File: src/include/pin_cfg_pkg.sv
// constants, register map and carrier types for the pin configuration block
// assumes a 250 MHz system clock and an Avalon-MM register port
package pin_cfg_pkg;

  localparam int PIN_COUNT = 10;
  localparam int AVS_ADDR_W = 10;
  localparam int AVS_DATA_W = 32;

  // register indices; byte address is four times the index
  localparam logic [7:0] IDX_SERIAL_PORT6_OPTIONS = 8'h31;
  localparam logic [7:0] IDX_SLOW_CLOCK_OUTPUT_CTRL = 8'h3c;
  // pin order: 0x32,0x33,0x34,0x35,0x36,0x37,0x39,0x3a,0x3b,0x3d
  localparam logic [PIN_COUNT-1:0][7:0] PIN_CFG_IDX = {
    8'h3d, 8'h3b, 8'h3a, 8'h39, 8'h37, 8'h36, 8'h35, 8'h34, 8'h33, 8'h32};

  localparam int PIN_SMI_OR_KBC_BIT = 0;
  localparam int PIN_FRONT_PANEL_RESET = 1;
  localparam int PIN_RING_IND4 = 2;
  localparam int PIN_MOUSE_DATA = 3;
  localparam int PIN_MOUSE_CLOCK = 4;
  localparam int PIN_TERM_READY4 = 5;
  localparam int PIN_KBD_RESET = 6;
  localparam int PIN_ADDR_GATE = 7;
  localparam int PIN_DENSITY0 = 8;
  localparam int PIN_WAKE_EVENT = 9;

  localparam logic [PIN_COUNT-1:0][7:0] PIN_CFG_RESET = {
    8'h01, 8'h01, 8'h01, 8'h01, 8'h01, 8'h84, 8'h84, 8'h01, 8'h05, 8'h01};
  localparam logic [PIN_COUNT-1:0][7:0] PIN_CFG_WMASK = {
    8'h87, 8'h87, 8'h87, 8'h87, 8'h03, 8'h87, 8'h87, 8'h03, 8'h87, 8'h8f};
  localparam logic [PIN_COUNT-1:0][7:0] PIN_CFG_FIXED1 = {
    8'h00, 8'h00, 8'h00, 8'h00, 8'h80, 8'h00, 8'h00, 8'h80, 8'h00, 8'h00};

  localparam int CFG_DIR_BIT = 0;
  localparam int CFG_POL_BIT = 1;
  localparam int CFG_ALT_BIT = 2;
  localparam int CFG_ALT2_LSB = 2;
  localparam int CFG_OTYPE_BIT = 7;
  localparam logic [7:0] CFG_ALT_MASK = 8'h04;
  localparam logic [1:0] ALT2_SMI = 2'h1;
  localparam logic [1:0] ALT2_KBC = 2'h2;
  localparam int SERIAL_PORTS_FOR_P4 = 4;
  localparam int SERIAL_PORTS_FOR_P6 = 6;

  localparam int SP6_OUT_SEL_BIT = 0;
  localparam int SP6_IN_LSB = 1;
  localparam int SP6_DIR_EN_BIT = 3;
  localparam int SP6_DIR_SIG_BIT = 4;
  localparam int SP6_DIR_POL_BIT = 5;
  localparam logic [7:0] SP6_RESET = 8'h04;
  localparam logic [7:0] SP6_WMASK = 8'h3f;
  localparam logic [1:0] SP6_IN_DCD = 2'h3;
  localparam logic [1:0] SP6_IN_RI = 2'h2;
  localparam logic [1:0] SP6_IN_CTS = 2'h1;
  localparam logic [1:0] SP6_IN_DSR = 2'h0;

  localparam int CLKO_EN_BIT = 0;
  localparam int CLKO_FREQ_LSB = 1;
  localparam logic [7:0] CLKO_RESET = 8'h00;
  localparam logic [7:0] CLKO_WMASK = 8'h0f;
  localparam logic [2:0] CLKO_FREQ_RSVD = 3'h7;
  localparam logic [5:0] CLKO_MASK_FULL = 6'h3f;

  // timing: ticks at twice the fastest output rate
  localparam int CLK_SYS_HZ = 250_000_000;
  localparam int CLKO_TOP_HZ = 16;
  localparam int CLKO_TICK_HZ = 2 * CLKO_TOP_HZ;
  localparam int TICK_CYCLES = CLK_SYS_HZ / CLKO_TICK_HZ;

  typedef struct packed {
    logic read;
    logic write;
    logic [AVS_ADDR_W-1:0] address;
    logic [AVS_DATA_W-1:0] writedata;
    logic [3:0] byteenable;
  } avs_req_t;

  typedef struct packed {
    logic [AVS_DATA_W-1:0] readdata;
    logic waitrequest;
  } avs_rsp_t;

  typedef struct packed {
    logic request_to_send_p6;
    logic terminal_ready_p6;
    logic tx_active;
  } sp6_modem_out_t;

  typedef struct packed {
    logic carrier_detect_p6;
    logic ring_indicator_p6;
    logic clear_to_send_p6;
    logic set_ready_p6;
  } sp6_modem_in_t;

endpackage

File: src/core/slow_clock_gen.sv
// programmable low-frequency clock output, 0.25 Hz to 16 Hz
// assumes enable and frequency code come from registers in the same clock domain
`timescale 1ns/1ps
`default_nettype none
module slow_clock_gen #(
  parameter int TICK_CYCLES = pin_cfg_pkg::TICK_CYCLES
) (
  input wire logic clk_sys,         // system clock
  input wire logic rst,             // asynchronous reset, active high
  input wire logic enable,          // clock output enable
  input wire logic [2:0] freq_sel,  // frequency code
  output var logic clk_out          // divided clock, low when off
);

  typedef struct packed {
    logic [31:0] div_cnt;
    logic [5:0] step_cnt;
    logic clk_out;
  } clk_state_t;

  localparam logic [31:0] TICK_LAST = 32'(TICK_CYCLES - 1);

  clk_state_t st_q;
  clk_state_t st_d;
  logic [5:0] half_mask;

  always_comb begin
    st_d = st_q;
    // half period in ticks is 64 >> code
    half_mask = pin_cfg_pkg::CLKO_MASK_FULL >> freq_sel;
    if (!enable || freq_sel == pin_cfg_pkg::CLKO_FREQ_RSVD) begin
      st_d = '0;
    end else if (st_q.div_cnt == TICK_LAST) begin
      st_d.div_cnt = '0;
      st_d.step_cnt = st_q.step_cnt + 6'h01;
      if ((st_q.step_cnt & half_mask) == half_mask) begin
        st_d.clk_out = ~st_q.clk_out;
      end
    end else begin
      st_d.div_cnt = st_q.div_cnt + 32'h1;
    end
  end

  always_ff @(posedge clk_sys or posedge rst) begin
    if (rst) begin
      st_q <= '0;
    end else begin
      st_q <= st_d;
    end
  end

  assign clk_out = st_q.clk_out;

endmodule
`default_nettype wire

File: src/core/pin_config_and_clock_out.sv
// per-pin configuration, alternate function routing, serial port 6 options
// and the slow clock output control, behind an Avalon-MM slave
// assumes pin inputs and alternate function signals are synchronous to clk_sys
//
// Operation
// - config bit 0: one makes the pin an input, zero an output
// - config bit 1: one inverts the pin value, zero passes it
// - config bit 7: one gives open-drain, zero push-pull
// - pins at 0x34 and 0x37: bit 7 read-only, always one
// - pin 0x32 bits 3:2: 10 keyboard port bit, 01 irq, 00 gpio
// - pin 0x33 resets to 0x05; bit 2 selects front panel reset input
// - pins 0x35/0x36 reset 0x84; bit 2 selects mouse data/clock
// - 0x34 bit 2 routes ring indicator of port four, four-port variants
// - 0x39 bit 2 routes keyboard system reset output
// - 0x3a bit 2 routes address line 20 gate output
// - 0x3b bit 2 routes drive density select zero
// - clock control resets to zero; bit 0 enables the clock output
// - clock bits 3:1 pick 0.25 to 16 Hz; code 111 reserved
// - 0x3d bit 2 selects wake output, active low when not inverted
// - port 6 options bit 0: one request-to-send, zero terminal-ready out
// - port 6 options bits 2:1 choose which modem input the pin feeds
// - port 6 options bit 3 enables automatic transmit direction control
// - port 6 options bit 4: direction on request-to-send or terminal-ready
// - port 6 options bit 5 zero: direction line low while transmitting
// - most pin registers reset to 0x01: plain non-inverted input
`timescale 1ns/1ps
`default_nettype none
module pin_config_and_clock_out #(
  parameter int SERIAL_PORTS = 6,
  parameter int TICK_CYCLES = pin_cfg_pkg::TICK_CYCLES
) (
  input wire logic clk_sys,                                  // system clock
  input wire logic rst,                                      // async reset, active high
  input wire pin_cfg_pkg::avs_req_t avs_req,                 // register bus request
  output var pin_cfg_pkg::avs_rsp_t avs_rsp,                 // register bus answer
  input wire logic [pin_cfg_pkg::PIN_COUNT-1:0] pin_in,      // pin levels
  output var logic [pin_cfg_pkg::PIN_COUNT-1:0] pin_out,     // pin drive values
  output var logic [pin_cfg_pkg::PIN_COUNT-1:0] pin_oe_n,    // pin drive enables, low drives
  input wire logic [pin_cfg_pkg::PIN_COUNT-1:0] gpio_out,    // gpio data to drive
  output var logic [pin_cfg_pkg::PIN_COUNT-1:0] gpio_in,     // gpio data sampled
  input wire logic sys_mgmt_irq_out,                         // irq output function
  input wire logic kbc_port_bit7,                            // keyboard port bit 7
  input wire logic mouse_data_line_out,                      // mouse data to drive
  input wire logic mouse_clock_line_out,                     // mouse clock to drive
  input wire logic terminal_ready_p4,                        // port 4 terminal ready
  input wire logic kbc_system_reset_out,                     // keyboard system reset
  input wire logic addr20_gate_out,                          // address line 20 gate
  input wire logic drive_density_sel0,                       // drive density select 0
  input wire logic wake_event_out,                           // wake request, high asserts
  output var logic front_panel_reset_in,                     // front panel reset seen
  output var logic ring_indicator_p4,                        // port 4 ring indicator
  output var logic mouse_data_line_in,                       // mouse data sampled
  output var logic mouse_clock_line_in,                      // mouse clock sampled
  input wire pin_cfg_pkg::sp6_modem_out_t sp6_modem_out,     // port 6 modem outputs
  output var pin_cfg_pkg::sp6_modem_in_t sp6_modem_in,       // port 6 modem inputs
  input wire logic cfg_serial_in,                            // port 6 input pin
  output var logic cfg_serial_out6,                          // port 6 output pin
  output var logic slow_clk_out                              // programmable clock out
);

  localparam int NP = pin_cfg_pkg::PIN_COUNT;
  localparam int DEC_SP6 = NP;
  localparam int DEC_CLK = NP + 1;

  typedef struct packed {
    logic waitreq;
    logic [31:0] rdata;
    logic [7:0] sp6;
    logic [7:0] clk_ctrl;
    logic [NP-1:0][7:0] pin_cfg;
    logic [NP-1:0] pin_out;
    logic [NP-1:0] pin_oe_n;
    logic [NP-1:0] gpio_in;
    logic fp_reset;
    logic ring4;
    logic mouse_data;
    logic mouse_clock;
    logic [3:0] sp6_in;
    logic serial_out6;
  } state_t;

  state_t st_q;
  state_t st_d;
  logic [NP-1:0] alt_src;
  logic [NP-1:0] alt_on;
  logic [NP-1:0] in_val;
  logic [NP+1:0] hit;
  logic [7:0] rbyte;
  logic [7:0] wbyte;
  logic req;
  logic commit;
  logic p4_ok;
  logic p6_ok;
  logic [7:0] cfg;
  logic val;
  logic drive;
  logic open_drain;
  logic dir_level;
  logic rts_eff;
  logic dtr_eff;

  // one-hot decode of a register index; unaligned addresses hit nothing
  function automatic logic [NP+1:0] decode(input logic [pin_cfg_pkg::AVS_ADDR_W-1:0] a);
    logic [NP+1:0] h;
    logic [7:0] i;
    h = '0;
    i = a[9:2];
    if (a[1:0] == 2'h0) begin
      for (int p = 0; p < NP; p++) begin
        h[p] = (i == pin_cfg_pkg::PIN_CFG_IDX[p]);
      end
      h[DEC_SP6] = (i == pin_cfg_pkg::IDX_SERIAL_PORT6_OPTIONS);
      h[DEC_CLK] = (i == pin_cfg_pkg::IDX_SLOW_CLOCK_OUTPUT_CTRL);
    end
    return h;
  endfunction

  // writable bits of a pin register; port 4 functions exist only on larger variants
  function automatic logic [7:0] pin_wmask(input int p, input logic four_ports);
    logic [7:0] m;
    m = pin_cfg_pkg::PIN_CFG_WMASK[p];
    if ((p == pin_cfg_pkg::PIN_RING_IND4 || p == pin_cfg_pkg::PIN_TERM_READY4) && four_ports) begin
      m = m | pin_cfg_pkg::CFG_ALT_MASK;
    end
    return m;
  endfunction

  // two-bit alternate function code of a pin register
  function automatic logic [1:0] alt2_code(input logic [7:0] c);
    return c[pin_cfg_pkg::CFG_ALT2_LSB +: 2];
  endfunction

  assign p4_ok = (SERIAL_PORTS >= pin_cfg_pkg::SERIAL_PORTS_FOR_P4);
  assign p6_ok = (SERIAL_PORTS >= pin_cfg_pkg::SERIAL_PORTS_FOR_P6);

  // alternate function output sources, before polarity
  always_comb begin
    alt_src = '1;
    if (alt2_code(st_q.pin_cfg[pin_cfg_pkg::PIN_SMI_OR_KBC_BIT]) == pin_cfg_pkg::ALT2_KBC) begin
      alt_src[pin_cfg_pkg::PIN_SMI_OR_KBC_BIT] = kbc_port_bit7;
    end else begin
      alt_src[pin_cfg_pkg::PIN_SMI_OR_KBC_BIT] = sys_mgmt_irq_out;
    end
    alt_src[pin_cfg_pkg::PIN_MOUSE_DATA] = mouse_data_line_out;
    alt_src[pin_cfg_pkg::PIN_MOUSE_CLOCK] = mouse_clock_line_out;
    alt_src[pin_cfg_pkg::PIN_TERM_READY4] = terminal_ready_p4;
    alt_src[pin_cfg_pkg::PIN_KBD_RESET] = kbc_system_reset_out;
    alt_src[pin_cfg_pkg::PIN_ADDR_GATE] = addr20_gate_out;
    alt_src[pin_cfg_pkg::PIN_DENSITY0] = drive_density_sel0;
    // wake request drives the pin low when not inverted
    alt_src[pin_cfg_pkg::PIN_WAKE_EVENT] = ~wake_event_out;
  end

  always_comb begin
    st_d = st_q;
    req = avs_req.read || avs_req.write;
    hit = decode(avs_req.address);
    commit = avs_req.write && !st_q.waitreq && avs_req.byteenable[0];
    wbyte = avs_req.writedata[7:0];
    cfg = '0;
    val = 1'b0;
    drive = 1'b0;
    open_drain = 1'b0;

    // bus answer: waitrequest drops for one cycle after a request is seen
    st_d.waitreq = !(req && st_q.waitreq);
    rbyte = '0;
    for (int p = 0; p < NP; p++) begin
      if (hit[p]) begin
        rbyte = st_q.pin_cfg[p] | pin_cfg_pkg::PIN_CFG_FIXED1[p];
      end
    end
    if (hit[DEC_SP6] && p6_ok) begin
      rbyte = st_q.sp6;
    end
    if (hit[DEC_CLK]) begin
      rbyte = st_q.clk_ctrl;
    end
    st_d.rdata = '0;
    if (avs_req.read && st_q.waitreq) begin
      st_d.rdata = {24'h0, rbyte};
    end

    // register writes take effect at the edge where waitrequest is low
    if (commit) begin
      for (int p = 0; p < NP; p++) begin
        if (hit[p]) begin
          st_d.pin_cfg[p] = wbyte & pin_wmask(p, p4_ok);
        end
      end
      if (hit[DEC_SP6] && p6_ok) begin
        st_d.sp6 = wbyte & pin_cfg_pkg::SP6_WMASK;
      end
      if (hit[DEC_CLK]) begin
        st_d.clk_ctrl = wbyte & pin_cfg_pkg::CLKO_WMASK;
      end
    end

    // pin drive and sampling
    for (int p = 0; p < NP; p++) begin
      cfg = st_q.pin_cfg[p];
      if (p == pin_cfg_pkg::PIN_SMI_OR_KBC_BIT) begin
        // code 11 is reserved and behaves as plain gpio
        alt_on[p] = (alt2_code(cfg) == pin_cfg_pkg::ALT2_SMI) ||
                    (alt2_code(cfg) == pin_cfg_pkg::ALT2_KBC);
      end else begin
        alt_on[p] = cfg[pin_cfg_pkg::CFG_ALT_BIT];
      end
      val = (alt_on[p] ? alt_src[p] : gpio_out[p]) ^
            cfg[pin_cfg_pkg::CFG_POL_BIT];
      drive = !cfg[pin_cfg_pkg::CFG_DIR_BIT];
      open_drain = cfg[pin_cfg_pkg::CFG_OTYPE_BIT] ||
                   pin_cfg_pkg::PIN_CFG_FIXED1[p][pin_cfg_pkg::CFG_OTYPE_BIT];
      if (open_drain) begin
        st_d.pin_out[p] = 1'b0;
        st_d.pin_oe_n[p] = !(drive && !val);
      end else begin
        st_d.pin_out[p] = val;
        st_d.pin_oe_n[p] = !drive;
      end
      in_val[p] = pin_in[p] ^ cfg[pin_cfg_pkg::CFG_POL_BIT];
      st_d.gpio_in[p] = in_val[p];
    end

    // alternate inputs idle high while their function is not selected
    st_d.fp_reset = alt_on[pin_cfg_pkg::PIN_FRONT_PANEL_RESET] ?
                    in_val[pin_cfg_pkg::PIN_FRONT_PANEL_RESET] : 1'b1;
    st_d.ring4 = alt_on[pin_cfg_pkg::PIN_RING_IND4] ?
                 in_val[pin_cfg_pkg::PIN_RING_IND4] : 1'b1;
    st_d.mouse_data = alt_on[pin_cfg_pkg::PIN_MOUSE_DATA] ?
                      in_val[pin_cfg_pkg::PIN_MOUSE_DATA] : 1'b1;
    st_d.mouse_clock = alt_on[pin_cfg_pkg::PIN_MOUSE_CLOCK] ?
                       in_val[pin_cfg_pkg::PIN_MOUSE_CLOCK] : 1'b1;

    // port 6 automatic direction control replaces the chosen modem output
    dir_level = st_q.sp6[pin_cfg_pkg::SP6_DIR_POL_BIT] ?
                sp6_modem_out.tx_active : ~sp6_modem_out.tx_active;
    rts_eff = sp6_modem_out.request_to_send_p6;
    dtr_eff = sp6_modem_out.terminal_ready_p6;
    if (st_q.sp6[pin_cfg_pkg::SP6_DIR_EN_BIT]) begin
      if (st_q.sp6[pin_cfg_pkg::SP6_DIR_SIG_BIT]) begin
        rts_eff = dir_level;
      end else begin
        dtr_eff = dir_level;
      end
    end
    st_d.serial_out6 = st_q.sp6[pin_cfg_pkg::SP6_OUT_SEL_BIT] ? rts_eff : dtr_eff;

    // sp6_in order: carrier detect, ring, clear to send, set ready
    st_d.sp6_in = 4'hf;
    unique case (st_q.sp6[pin_cfg_pkg::SP6_IN_LSB +: 2])
      pin_cfg_pkg::SP6_IN_DCD: st_d.sp6_in[3] = cfg_serial_in;
      pin_cfg_pkg::SP6_IN_RI: st_d.sp6_in[2] = cfg_serial_in;
      pin_cfg_pkg::SP6_IN_CTS: st_d.sp6_in[1] = cfg_serial_in;
      pin_cfg_pkg::SP6_IN_DSR: st_d.sp6_in[0] = cfg_serial_in;
    endcase
  end

  always_ff @(posedge clk_sys or posedge rst) begin
    if (rst) begin
      st_q <= '0;
      st_q.waitreq <= 1'b1;
      st_q.sp6 <= pin_cfg_pkg::SP6_RESET;
      st_q.clk_ctrl <= pin_cfg_pkg::CLKO_RESET;
      st_q.pin_cfg <= pin_cfg_pkg::PIN_CFG_RESET;
      st_q.pin_oe_n <= '1;
      st_q.fp_reset <= 1'b1;
      st_q.ring4 <= 1'b1;
      st_q.mouse_data <= 1'b1;
      st_q.mouse_clock <= 1'b1;
      st_q.sp6_in <= 4'hf;
      st_q.serial_out6 <= 1'b1;
    end else begin
      st_q <= st_d;
    end
  end

  slow_clock_gen #(
    .TICK_CYCLES(TICK_CYCLES)
  ) u_slow_clock_gen (
    .clk_sys(clk_sys),
    .rst(rst),
    .enable(st_q.clk_ctrl[pin_cfg_pkg::CLKO_EN_BIT]),
    .freq_sel(st_q.clk_ctrl[pin_cfg_pkg::CLKO_FREQ_LSB +: 3]),
    .clk_out(slow_clk_out)
  );

  assign avs_rsp.readdata = st_q.rdata;
  assign avs_rsp.waitrequest = st_q.waitreq;
  assign pin_out = st_q.pin_out;
  assign pin_oe_n = st_q.pin_oe_n;
  assign gpio_in = st_q.gpio_in;
  assign front_panel_reset_in = st_q.fp_reset;
  assign ring_indicator_p4 = st_q.ring4;
  assign mouse_data_line_in = st_q.mouse_data;
  assign mouse_clock_line_in = st_q.mouse_clock;
  assign sp6_modem_in.carrier_detect_p6 = st_q.sp6_in[3];
  assign sp6_modem_in.ring_indicator_p6 = st_q.sp6_in[2];
  assign sp6_modem_in.clear_to_send_p6 = st_q.sp6_in[1];
  assign sp6_modem_in.set_ready_p6 = st_q.sp6_in[0];
  assign cfg_serial_out6 = st_q.serial_out6;

endmodule
`default_nettype wire

File: config.mk
export PLATFORM = sky130hd
export DESIGN_NAME = pin_config_and_clock_out
export DESIGN_NICKNAME = d
export VERILOG_FILES = /design/src/include/pin_cfg_pkg.sv /design/src/core/slow_clock_gen.sv /design/src/core/pin_config_and_clock_out.sv
export SDC_FILE = /design/constraint.sdc
export NUM_CORES = 1
export LEC_CHECK = 0
export BUFFER_PORTS_ARGS = -buffer_cell sky130_fd_sc_hd__buf_2
export CORE_ASPECT_RATIO = 0.9
export CORE_UTILIZATION = 55
export DETAILED_ROUTE_END_ITERATION = 8
export PLACE_DENSITY_LB_ADDON = 0.12
export SLEW_MARGIN = 20
export SYNTH_ARGS = -nofsm -noshare
export SYNTH_HDL_FRONTEND = slang
export SYNTH_SLANG_ARGS = --single-unit
File: constraint.sdc
create_clock -name clk_sys -period 4.88 [get_ports clk_sys]
set_clock_uncertainty 0.05 [all_clocks]
set_input_delay 0.488 -clock clk_sys [delete_from_list [all_inputs] [get_ports clk_sys]]
set_output_delay 0.488 -clock clk_sys [all_outputs]
set_load 0.05 [all_outputs]
==> impl_metrics.toml, run 1 <==
[status]
outcome = "completed"

[routing]
drt_iter0_markers = 331
dr_total_vias = 4905
wl_per_cell_um = 17.3
detail-route-antenna-nets = 0
dr.pass1.iters = 5
drc_errors = 0
routed_wirelength_mm = 15.4
vias_per_cell = 5.52

[grt]
antenna_found_initial = 0
grtUsageTotal = 0.254
gr-total-overflow = 0
grt_max_degree = 62
grt_pass1_wl_mm = 24.7
grt_pass1_vias = 4674

[logic_synthesis]
synthArstFlopShare = 1.00
synthDistinctLibCells = 62
synth_edf_count = 0
muxShareOfSynthArea = 0.102
synth_top_flop_cell = "dfrtp_1"
seq_area_frac_synth = 0.490
synth_top_area_share = 0.360
synth_compound_area_frac = 0.0684
synth_top_family_by_area = "simple AND/OR/NAND/NOR gates"
synth-simple-area-share = 0.171
synth_warnings = 0
synth_area_um2 = 6880
synth_area_leader_cell = "dfrtp_1"
synth_fa_ha_area_frac = 0.00546
synth-xor-area-share = 0.0662
synth_seq_cells = 133
synth_area_leaders = "dfrtp_1 (36%), dfstp_2 (13%), mux2_2 (7.9%)"
syn_avg_cell_area_um2 = 10.6
postSynthCellCount = 650

[die]
io_pins = 156
die_h_um = 108
dieArea_um2 = 13000
fp-row-count = 38
core_area_um2 = 12100
dieWidth_um = 120
initial_core_util = 0.567

[cts]
cts_root_buf = "clkbuf_16"
clkLatencyLatePin_ps = 420
cts_tree = "built"
numClockSinks = 133
cts_inserted_buffers = 17
path_clk_slew_ps = 60
clk_path_buf_depth = 2
h-tree-depth = 4

[power_and_ir_drop]
clockPowerShare = 0.504
comb_power_share = 0.078
vdd_drop_max_mv = 0.230
swShare = 0.240
intPower_uw = 2040
power_switching_uw = 646
seq_power_share = 0.418
p_per_area_nw_per_um2 = 346
leakagePower_uw = 0.00353

[min_path]
hold_path_class = "in2reg"
hold_path.startpoint = "pin_in[9]"

[sta]
setup_ws_ps = 2030
period_needed_ps = 2850
max-slew-margin-rel = 0.312
whs_ps = 189
grt_setup_unrepaired = "no"
period_share = 0.583
max_freq_mhz = 351
drv_slew = 0
worst_pin_slew_ps = 1030
hold_viol = 0
finalSetupTns_ps = 0
finalSetupViolCount = 0

[setup_path]
required_ps = 5080
critPathBufInv = 0
critPathSlowestCell = "nand2_1"
cpPeakStageDelay_ps = 830
crit_type = "reg2reg"
rrSetupSlack_ps = 2030
cp.arrival_ps = 3050
crit_family = "simple AND/OR/NAND/NOR gates"
startpoint = "u_slow_clock_gen.st_q[16]$_DFF_PP0_"
crit_chain = "nor4_1 -> nand4_1 -> or4_1 -> nand2_1 -> nor2_1"
start_kind = "register"
critPathMaxFanout = 31
worstSetupEndpointType = "register"
r2r_start = "u_slow_clock_gen.st_q[16]$_DFF_PP0_"

[finish]
layout_commonest_cell = "buf_2"
diodes = 0
syn_to_final_growth_pct = 13.2
fin_nets = 801
layout-drive-gt1-share = 0.328
layout_common_cells = "buf_2 (100), dfrtp_1 (99), nor2_1 (63)"

[job]
maxCapViolCount = 0

[placed_design]
pre_cts_slack_ps = 1990
place_congestion = 0.877
io_buffers = 100
place_hpwl_mm = 10.9
-- worst register-to-register path: stages (launching register included) --
cell,delay [ps]
dfrtp_1,420
nor4_1,360
nand4_1,200
or4_1,680
nand2_1,830
nor2_1,150
-- logic make-up after synthesis --
family / Yosys count
AOI/OAI and AO/OA: 70
xor gates and xnor gates: 52
adders and majority gates: 3
buffers and inverters: 109
DFF: 133
muxes: 64
other: 1
and+or+nand+nor: 218
-- per-layer routing --
layer / share of wire / wire length, um / GRT usage / vias up
li1: - / - / - / 2299
met1: 0.47 / 7220 / 0.351 / 2421
met2: 0.46 / 7120 / 0.390 / 163
met3: 0.053 / 810 / 0.0591 / 22
met4: 0.014 / 222 / 0.0973 / 0
met5: 0 / 0 / 0 / -
-- timing repair --
| action | in CTS | in global routing |
|---|---|---|
| setup buffers | 0 | 0 |
| endpoints found under the hold margin | 23 | 0 |
| gates resized for setup | 0 | 0 |
| hold buffers | 1 | 0 |
-- cell usage after synthesis (2+ instances only) --
cell	number
o21a_1	3
dfstp_2	34
buf_4	67
o21ai_0	13
nor3b_1	3
ha_1	3
a21oi_1	15
or3b_2	2
and2_1	5
xor2_1	39
o22a_1	2
o21bai_1	8
nand3b_1	2
a32oi_1	3
nand3_1	25
nand4_1	16
nor2b_1	9
nor4_2	4
a31oi_1	2
and3_1	9
or4_1	3
o2111ai_1	2
nor2_1	63
inv_1	24
o31ai_1	3
nor4_1	5
or3_2	2
or3_1	4
nor3_1	11
a21o_1	4
clkbuf_1	15
dfrtp_1	99
or2_2	6
nand2_1	31
and3b_1	2
buf_1	2
and3_2	2
mux2i_1	16
and4_1	2
xnor2_1	13
a22o_1	2
nand2b_1	5
o22ai_1	4
mux2_2	48
-- stage by stage --
| step | total power (uW) | utilization | instance area, um2 | instances |
|---|---|---|---|---|
| CTS | 2710 | 0.642 | 7780 | 888 |
| global placement | 1350 | 0.588 | 7130 | 855 |
| floorplan | 1320 | - | 6970 | 676 |
| global route | 2780 | 0.642 | 7780 | 888 |
| finish | 2690 | 0.642 | 7780 | 888 |
| detailed placement | 1350 | 0.589 | 7140 | 855 |
-- final cells by class --
| type | instances | area, um2 |
|---|---|---|
| repair buffers | 105 | 541 |
| multi-input cells | 434 | 2950 |
| clock inverters | 13 | 180 |
| flip-flops and latches | 133 | 3370 |
| well taps | 160 | 200 |
| clock buffers | 19 | 453 |
| inverters | 24 | 92.6 |
| fillers | 971 | 4340 |
-- final timing paths --
check,cells past startpoint,endpoint
max,5,u_slow_clock_gen.st_q[33]$_DFF_PP0_
min,2,gpio_in[9]$_DFF_PP0_
max reg2reg,5,u_slow_clock_gen.st_q[33]$_DFF_PP0_
min reg2reg,1,pin_out[7]$_DFF_PP0_
max in group asynchronous,4,gpio_in[3]$_DFF_PP0_
min in group asynchronous,3,u_slow_clock_gen.st_q[3]$_DFFE_PP0P_
-- power groups by stage --
stage,clock network [uW],logic [uW],registers [uW]
after floorplan,0,178,1140
after global placement,0,207,1140
after detailed placement,0,209,1140
after CTS,1380,210,1130
after global routing,1430,225,1130
final,1360,209,1130
-- state kept, by name, summed over array words and instances (netlist names) --
signal	flops
front_panel_reset_in	1
u_slow_clock_gen.st_q	38
mouse_clock_line_in	1
ring_indicator_p4	1
mouse_data_line_in	1
pin_out	8
st_q	37
pin_oe_n	10
sp6_modem_in	4
cfg_serial_out6	1
gpio_in	10
cfg	4
alt_on	8
u_slow_clock_gen.clk_out	1
avs_rsp	8
(Power assumes the default switching activity.)
==> inputs of run 2 (changes only) <==
--- a/config.mk
+++ b/config.mk
@@ -7,7 +7,7 @@
 export LEC_CHECK = 0
 export BUFFER_PORTS_ARGS = -buffer_cell sky130_fd_sc_hd__buf_2
 export CORE_ASPECT_RATIO = 0.9
-export CORE_UTILIZATION = 55
+export CORE_UTILIZATION = 49
 export DETAILED_ROUTE_END_ITERATION = 8
 export PLACE_DENSITY_LB_ADDON = 0.12
 export SLEW_MARGIN = 20
==> constraint.sdc (replaced) <==
create_clock -name clk_sys -period 2.3 [get_ports clk_sys]
set_clock_uncertainty 0.05 [all_clocks]
set_input_delay 0.23 -clock clk_sys [delete_from_list [all_inputs] [get_ports clk_sys]]
set_output_delay 0.23 -clock clk_sys [all_outputs]
set_load 0.05 [all_outputs]
==> run 2 against run 1 <==
Sequential power is 110% higher; hold slack worse by 170 ps; global-route usage fell by 2.0 points; critical path type unchanged; clock power increased by 120%; largest power group unchanged.
==> impl_metrics.toml, run 2 (synthesis results as in run 1) <==
[cts]
h-tree-depth = 4
cts_tree = "built"
cts_inserted_buffers = 17
clk_path_buf_depth = 2
numClockSinks = 133
path_clk_slew_ps = 60
cts_root_buf = "clkbuf_16"
clkLatencyLatePin_ps = 420

[placed_design]
post-place-cells = 886
post_dp_cell_area_um2 = 7340
place_congestion = 0.887
io_buffers = 100
place_hpwl_mm = 11.0

[die]
initial_core_util = 0.509
die_h_um = 114
dieWidth_um = 127
fp-row-count = 40
io_pins = 156
core_area_um2 = 13500
dieArea_um2 = 14500

[sta]
whs_ps = 21.0
finalSetupViolCount = 0
worst_pin_slew_ps = 718
finalSetupTns_ps = 0
period_share = 0.983
max-slew-margin-rel = 0.522
grt_setup_unrepaired = "yes"
hold_viol = 0
max_freq_mhz = 442
drv_slew = 0
period_needed_ps = 2260

[finish]
largest_register = "u_slow_clock_gen.st_q"
fin_area_um2 = 8280
syn_to_final_growth_pct = 20.5
layout_commonest_cell = "buf_2"
diodes = 0
layout_common_cells = "buf_2 (100), dfrtp_1 (99), nor2_1 (63)"
fin_nets = 842
largest_register_ffs = 38
largestRegisters = "u_slow_clock_gen.st_q x38, st_q x37"
layout-drive-gt1-share = 0.350
final_cells = 937

[min_path]
hold_path_class = "in2reg"

[power_and_ir_drop]
leakagePower_uw = 0.00378
p_per_area_nw_per_um2 = 716
vdd_drop_max_mv = 0.536

[setup_path]
worstSetupEndpointType = "register"
critPathMaxFanout = 5
cp.arrival_ps = 2560
start_kind = "register"
crit_type = "reg2reg"
required_ps = 2600
rrSetupSlack_ps = 40

[grt]
gr-total-overflow = 0
grtUsageTotal = 0.234
grt_max_degree = 134
grt_pass1_vias = 4945
grt_pass1_wl_mm = 25.6
antenna_found_initial = 0

[routing]
drc_errors = 0
drt_iter0_markers = 232
detail-route-antenna-nets = 0
wl_per_cell_um = 17.4
dr_total_vias = 5018
vias_per_cell = 5.36
routed_wirelength_mm = 16.3
dr.pass1.iters = 4

[status]
outcome = "completed"

[job]
maxCapViolCount = 0
run 2: critical path, cell delays in order (launching register included):
cell,delay [ps]
dfrtp_1,420
nor4_4,310
nand4_1,210
or4_4,620
or3_2,440
a21oi_2,140
run 2: area by class of cell:
type                       instances  area (um2)
fill                            1129        5230
sequential                       133        3370
multi-input combinational        435        3010
timing repair buffer             145         936
clock buffer                      23         468
tap                              168         210
clock inverter                     9         198
inverter                          24        93.8
run 2: final timing paths:
| kind | endpoint | depth (start not counted) | from |
|---|---|---|---|
| max in group asynchronous | pin_out[3]$_DFF_PP0_ | 4 | rst |
| min | st_q[131]$_DFFE_PP0P_ | 2 | avs_req[8] |
| min in group asynchronous | u_slow_clock_gen.st_q[1]$_DFFE_PP0P_ | 4 | rst |
| max | u_slow_clock_gen.st_q[3]$_DFFE_PP0P_ | 5 | u_slow_clock_gen.st_q[38]$_DFF_PP0_ |
| max reg2reg | u_slow_clock_gen.st_q[3]$_DFFE_PP0P_ | 5 | u_slow_clock_gen.st_q[38]$_DFF_PP0_ |
| min reg2reg | pin_out[7]$_DFF_PP0_ | 1 | st_q[102]$_DFFE_PP0P_ |
run 2: per-layer routing:
metal	up-vias	part of all wire	global-route usage
li1	2379	-	-
met1	2474	0.48	0.315
met2	150	0.46	0.369
met3	15	0.053	0.0659
met4	0	0.012	0.0683
met5	-	0	0
run 2: repair_timing:
action / CTS / global route
hold buffers: 15 / 0
pin swaps: 0 / 6
cloned: 0 / 3
endpoints found under the hold margin: 28 / 0
buffers inserted: 0 / 1
gates resized for setup: 1 / 11
endpoints found under the setup margin: 1 / 18
run 2: power breakdown:
part	switching, uW	internal (uW)	total [uW]	leakage [uW]
registers	13.1	2380	2390	0.00169
logic	352	123	475	0.00177
clock network	977	2090	3060	0.000321
run 2: metrics by stage:
stage	setup slack, ps	total power (uW)	utilization
after CTS	67.3	5970	0.604
after floorplan	183	2810	-
final	38.0	5930	0.613
after global routing	-56.1	6120	0.613
after detailed placement	-19.0	2880	0.543
after global placement	35.6	2880	0.543
==> inputs of run 3 (changes only) <==
--- a/config.mk
+++ b/config.mk
@@ -9,8 +9,10 @@
 export CORE_ASPECT_RATIO = 0.9
 export CORE_UTILIZATION = 49
 export DETAILED_ROUTE_END_ITERATION = 8
+export MAX_ROUTING_LAYER = met4
 export PLACE_DENSITY_LB_ADDON = 0.12
 export SLEW_MARGIN = 20
 export SYNTH_ARGS = -nofsm -noshare
 export SYNTH_HDL_FRONTEND = slang
+export SYNTH_HIERARCHICAL = 1
 export SYNTH_SLANG_ARGS = --single-unit
==> run 3 against run 2 <==
Sequential power is essentially flat; utilization shrank 1.8 points; first-iteration DRC count grew 43%; clock power shrank 10%; critical path type unchanged.
==> impl_metrics.toml, run 3 <==
[status]
outcome = "completed"

[cts]
clkLatencyLatePin_ps = 430
numClockSinks = 133
cts_setup_buffers = 0
h-tree-depth = 4
clk_path_buf_depth = 2
ctsHoldBuffers = 16
cts_tree = "built"
cts_inserted_buffers = 17
path_clk_slew_ps = 60
ctsResizeCount = 0
cts_root_buf = "clkbuf_16"

[sta]
grt_setup_unrepaired = "no"
finalSetupViolCount = 0
hold_viol = 0
finalSetupTns_ps = 0
max_freq_mhz = 469
drv_slew = 0
setup_ws_ps = 166
period_needed_ps = 2130
period_share = 0.928
max-slew-margin-rel = 0.616
worst_pin_slew_ps = 575

[finish]
largest_register = "u_slow_clock_gen/st_q"
largest_register_ffs = 38
fin_nets = 853
layout_common_cells = "buf_2 (100), dfrtp_1 (99), nor2_1 (75)"
diodes = 0
layout-drive-gt1-share = 0.310
syn_to_final_growth_pct = 16.8
fillerInstances = 1169
layout_commonest_cell = "buf_2"
post-route-util = 0.595
final_cells = 948
largestRegisters = "u_slow_clock_gen/st_q x38, st_q x37"

[power_and_ir_drop]
leakagePower_uw = 0.00362
p_per_area_nw_per_um2 = 700
finalPower_uw = 5630
vdd_drop_max_mv = 0.478

[logic_synthesis]
synth_edf_count = 0
synthArstFlopShare = 1.00
synth_area_um2 = 6880
postSynthCellCount = 674
syn_avg_cell_area_um2 = 10.2
yosys-top-cells-count = "dfrtp_1 (99), nor2_1 (75), buf_4 (70), nand2_1 (49), mux2_2 (45)"
synth_area_leaders = "dfrtp_1 (36%), dfstp_2 (13%), buf_4 (7.6%)"
synth_warnings = 6
synth_top_flop_cell = "dfrtp_1"
synth_top_area_share = 0.360
synth_seq_cells = 133
seq_area_frac_synth = 0.490
synthDistinctLibCells = 54
synth_area_leader_cell = "dfrtp_1"
synth_most_common_cell = "dfrtp_1"

[die]
dieArea_um2 = 14500
initial_core_util = 0.509
die_h_um = 114
fp-row-count = 40
core_area_um2 = 13500
dieWidth_um = 127
io_pins = 156

[setup_path]
critPathMaxFanout = 6
critPathBufInv = 1
worstSetupEndpointType = "register"
crit_chain = "nor4_1 -> nand4_1 -> nor4_4 -> buf_4 -> a21oi_1 -> a31o_2"
crit_family = "simple AND/OR/NAND/NOR gates"
critPathSlowestCell = "dfrtp_1"
required_ps = 2560
cpPeakStageDelay_ps = 430
cp.arrival_ps = 2400
start_kind = "register"
crit_type = "reg2reg"

[job]
maxCapViolCount = 0

[placed_design]
place_hpwl_mm = 11.5
io_buffers = 100
pre_cts_slack_ps = 133
place_congestion = 0.933
post-place-cells = 900

[routing]
drc_errors = 0
drt_iter0_markers = 332
detail-route-antenna-nets = 0
vias_per_cell = 5.34
dr_total_vias = 5063
wl_per_cell_um = 17.1
dr.pass1.iters = 5
routed_wirelength_mm = 16.2

[grt]
grtUsageTotal = 0.248
gr-total-overflow = 0
grt_max_degree = 95
antenna_found_initial = 0
grt_pass1_vias = 4928
grt_pass1_wl_mm = 26.2

[min_path]
hold_path_class = "in2reg"
## run 3: cell count changes after synthesis, moves of 6 or more
| cell | before | now |
|---|---|---|
| nand2_1 | 31 | 49 |
| nand2b_1 | 5 | 12 |
| nor2_1 | 63 | 75 |
| nor2b_1 | 9 | 3 |
| nor4_1 | 5 | 11 |
| o21ai_0 | 13 | 21 |
| xor2_1 | 39 | 29 |
## run 3: worst reg2reg max path, cell delays in order (launching register included)
cell and delay (ps):
dfrtp_1 430, nor4_1 380, nand4_1 250, nor4_4 410, buf_4 220, a21oi_1 70, a31o_2 210
## run 3: per-layer routing
metal,wire [um],GRT usage,part of all wire
met5,0,-,0
met4,393,0.0937,0.024
met3,701,0.0561,0.043
met2,7450,0.377,0.46
met1,7640,0.327,0.47
## run 3: layout make-up
cell class,count,area (um2),share of cell area
flip-flops and latches,133,3370,0.419
multi-input cells,459,2940,0.366
repair buffers,137,843,0.105
clock buffers,20,447,0.0556
well taps,168,210,0.0262
clock inverters,12,154,0.0191
inverters,19,75.1,0.00934
## run 3: cell families (layout without fill, tap and decap cells)
| family | after synthesis | count (layout) | synth area share |
|---|---|---|---|
| xor gates and xnor gates | 47 | 47 | 0.0598 |
| adders and majority gates | 3 | 3 | 0.00545 |
| muxes | 62 | 62 | 0.0983 |
| and+or+nand+nor | 241 | 241 | 0.175 |
| AOI/OAI and AO/OA | 79 | 79 | 0.0731 |
| other | 1 | 27 | 0.000545 |
| buffers and inverters | 108 | 188 | 0.0976 |
| DFF | 133 | 133 | 0.490 |
## run 3: path summary, 6_finish.rpt
kind                                                startpoint                                   end  slack [ps]  cells past startpoint
max                        u_slow_clock_gen/st_q[33]$_DFF_PP0_  u_slow_clock_gen/st_q[3]$_DFFE_PP0P_         170                      6
min                                                 avs_req[7]                 st_q[122]$_DFFE_PP0P_          50                      2
max reg2reg                u_slow_clock_gen/st_q[33]$_DFF_PP0_  u_slow_clock_gen/st_q[3]$_DFFE_PP0P_         170                      6
min reg2reg                 u_slow_clock_gen/st_q[7]$_DFF_PP0_    u_slow_clock_gen/st_q[7]$_DFF_PP0_         400                      1
max in group asynchronous                                  rst                  st_q[79]$_DFFE_PP1P_        1330                      4
min in group asynchronous                                  rst                  avs_rsp[4]$_DFF_PP0_         410                      4
## run 3: power by group
group	internal (uW)	total, uW	switching [uW]
clock network	1730	2750	1020
logic	125	483	358
registers	2380	2390	13.3
## run 3: stage by stage
step / area [um2] / hold WS, ps
detailed placement: 7280 / 345
CTS: 8040 / 36.4
floorplan: 6980 / 243
global route: 8040 / 37.3
global placement: 7280 / 340
finish: 8040 / 47.2
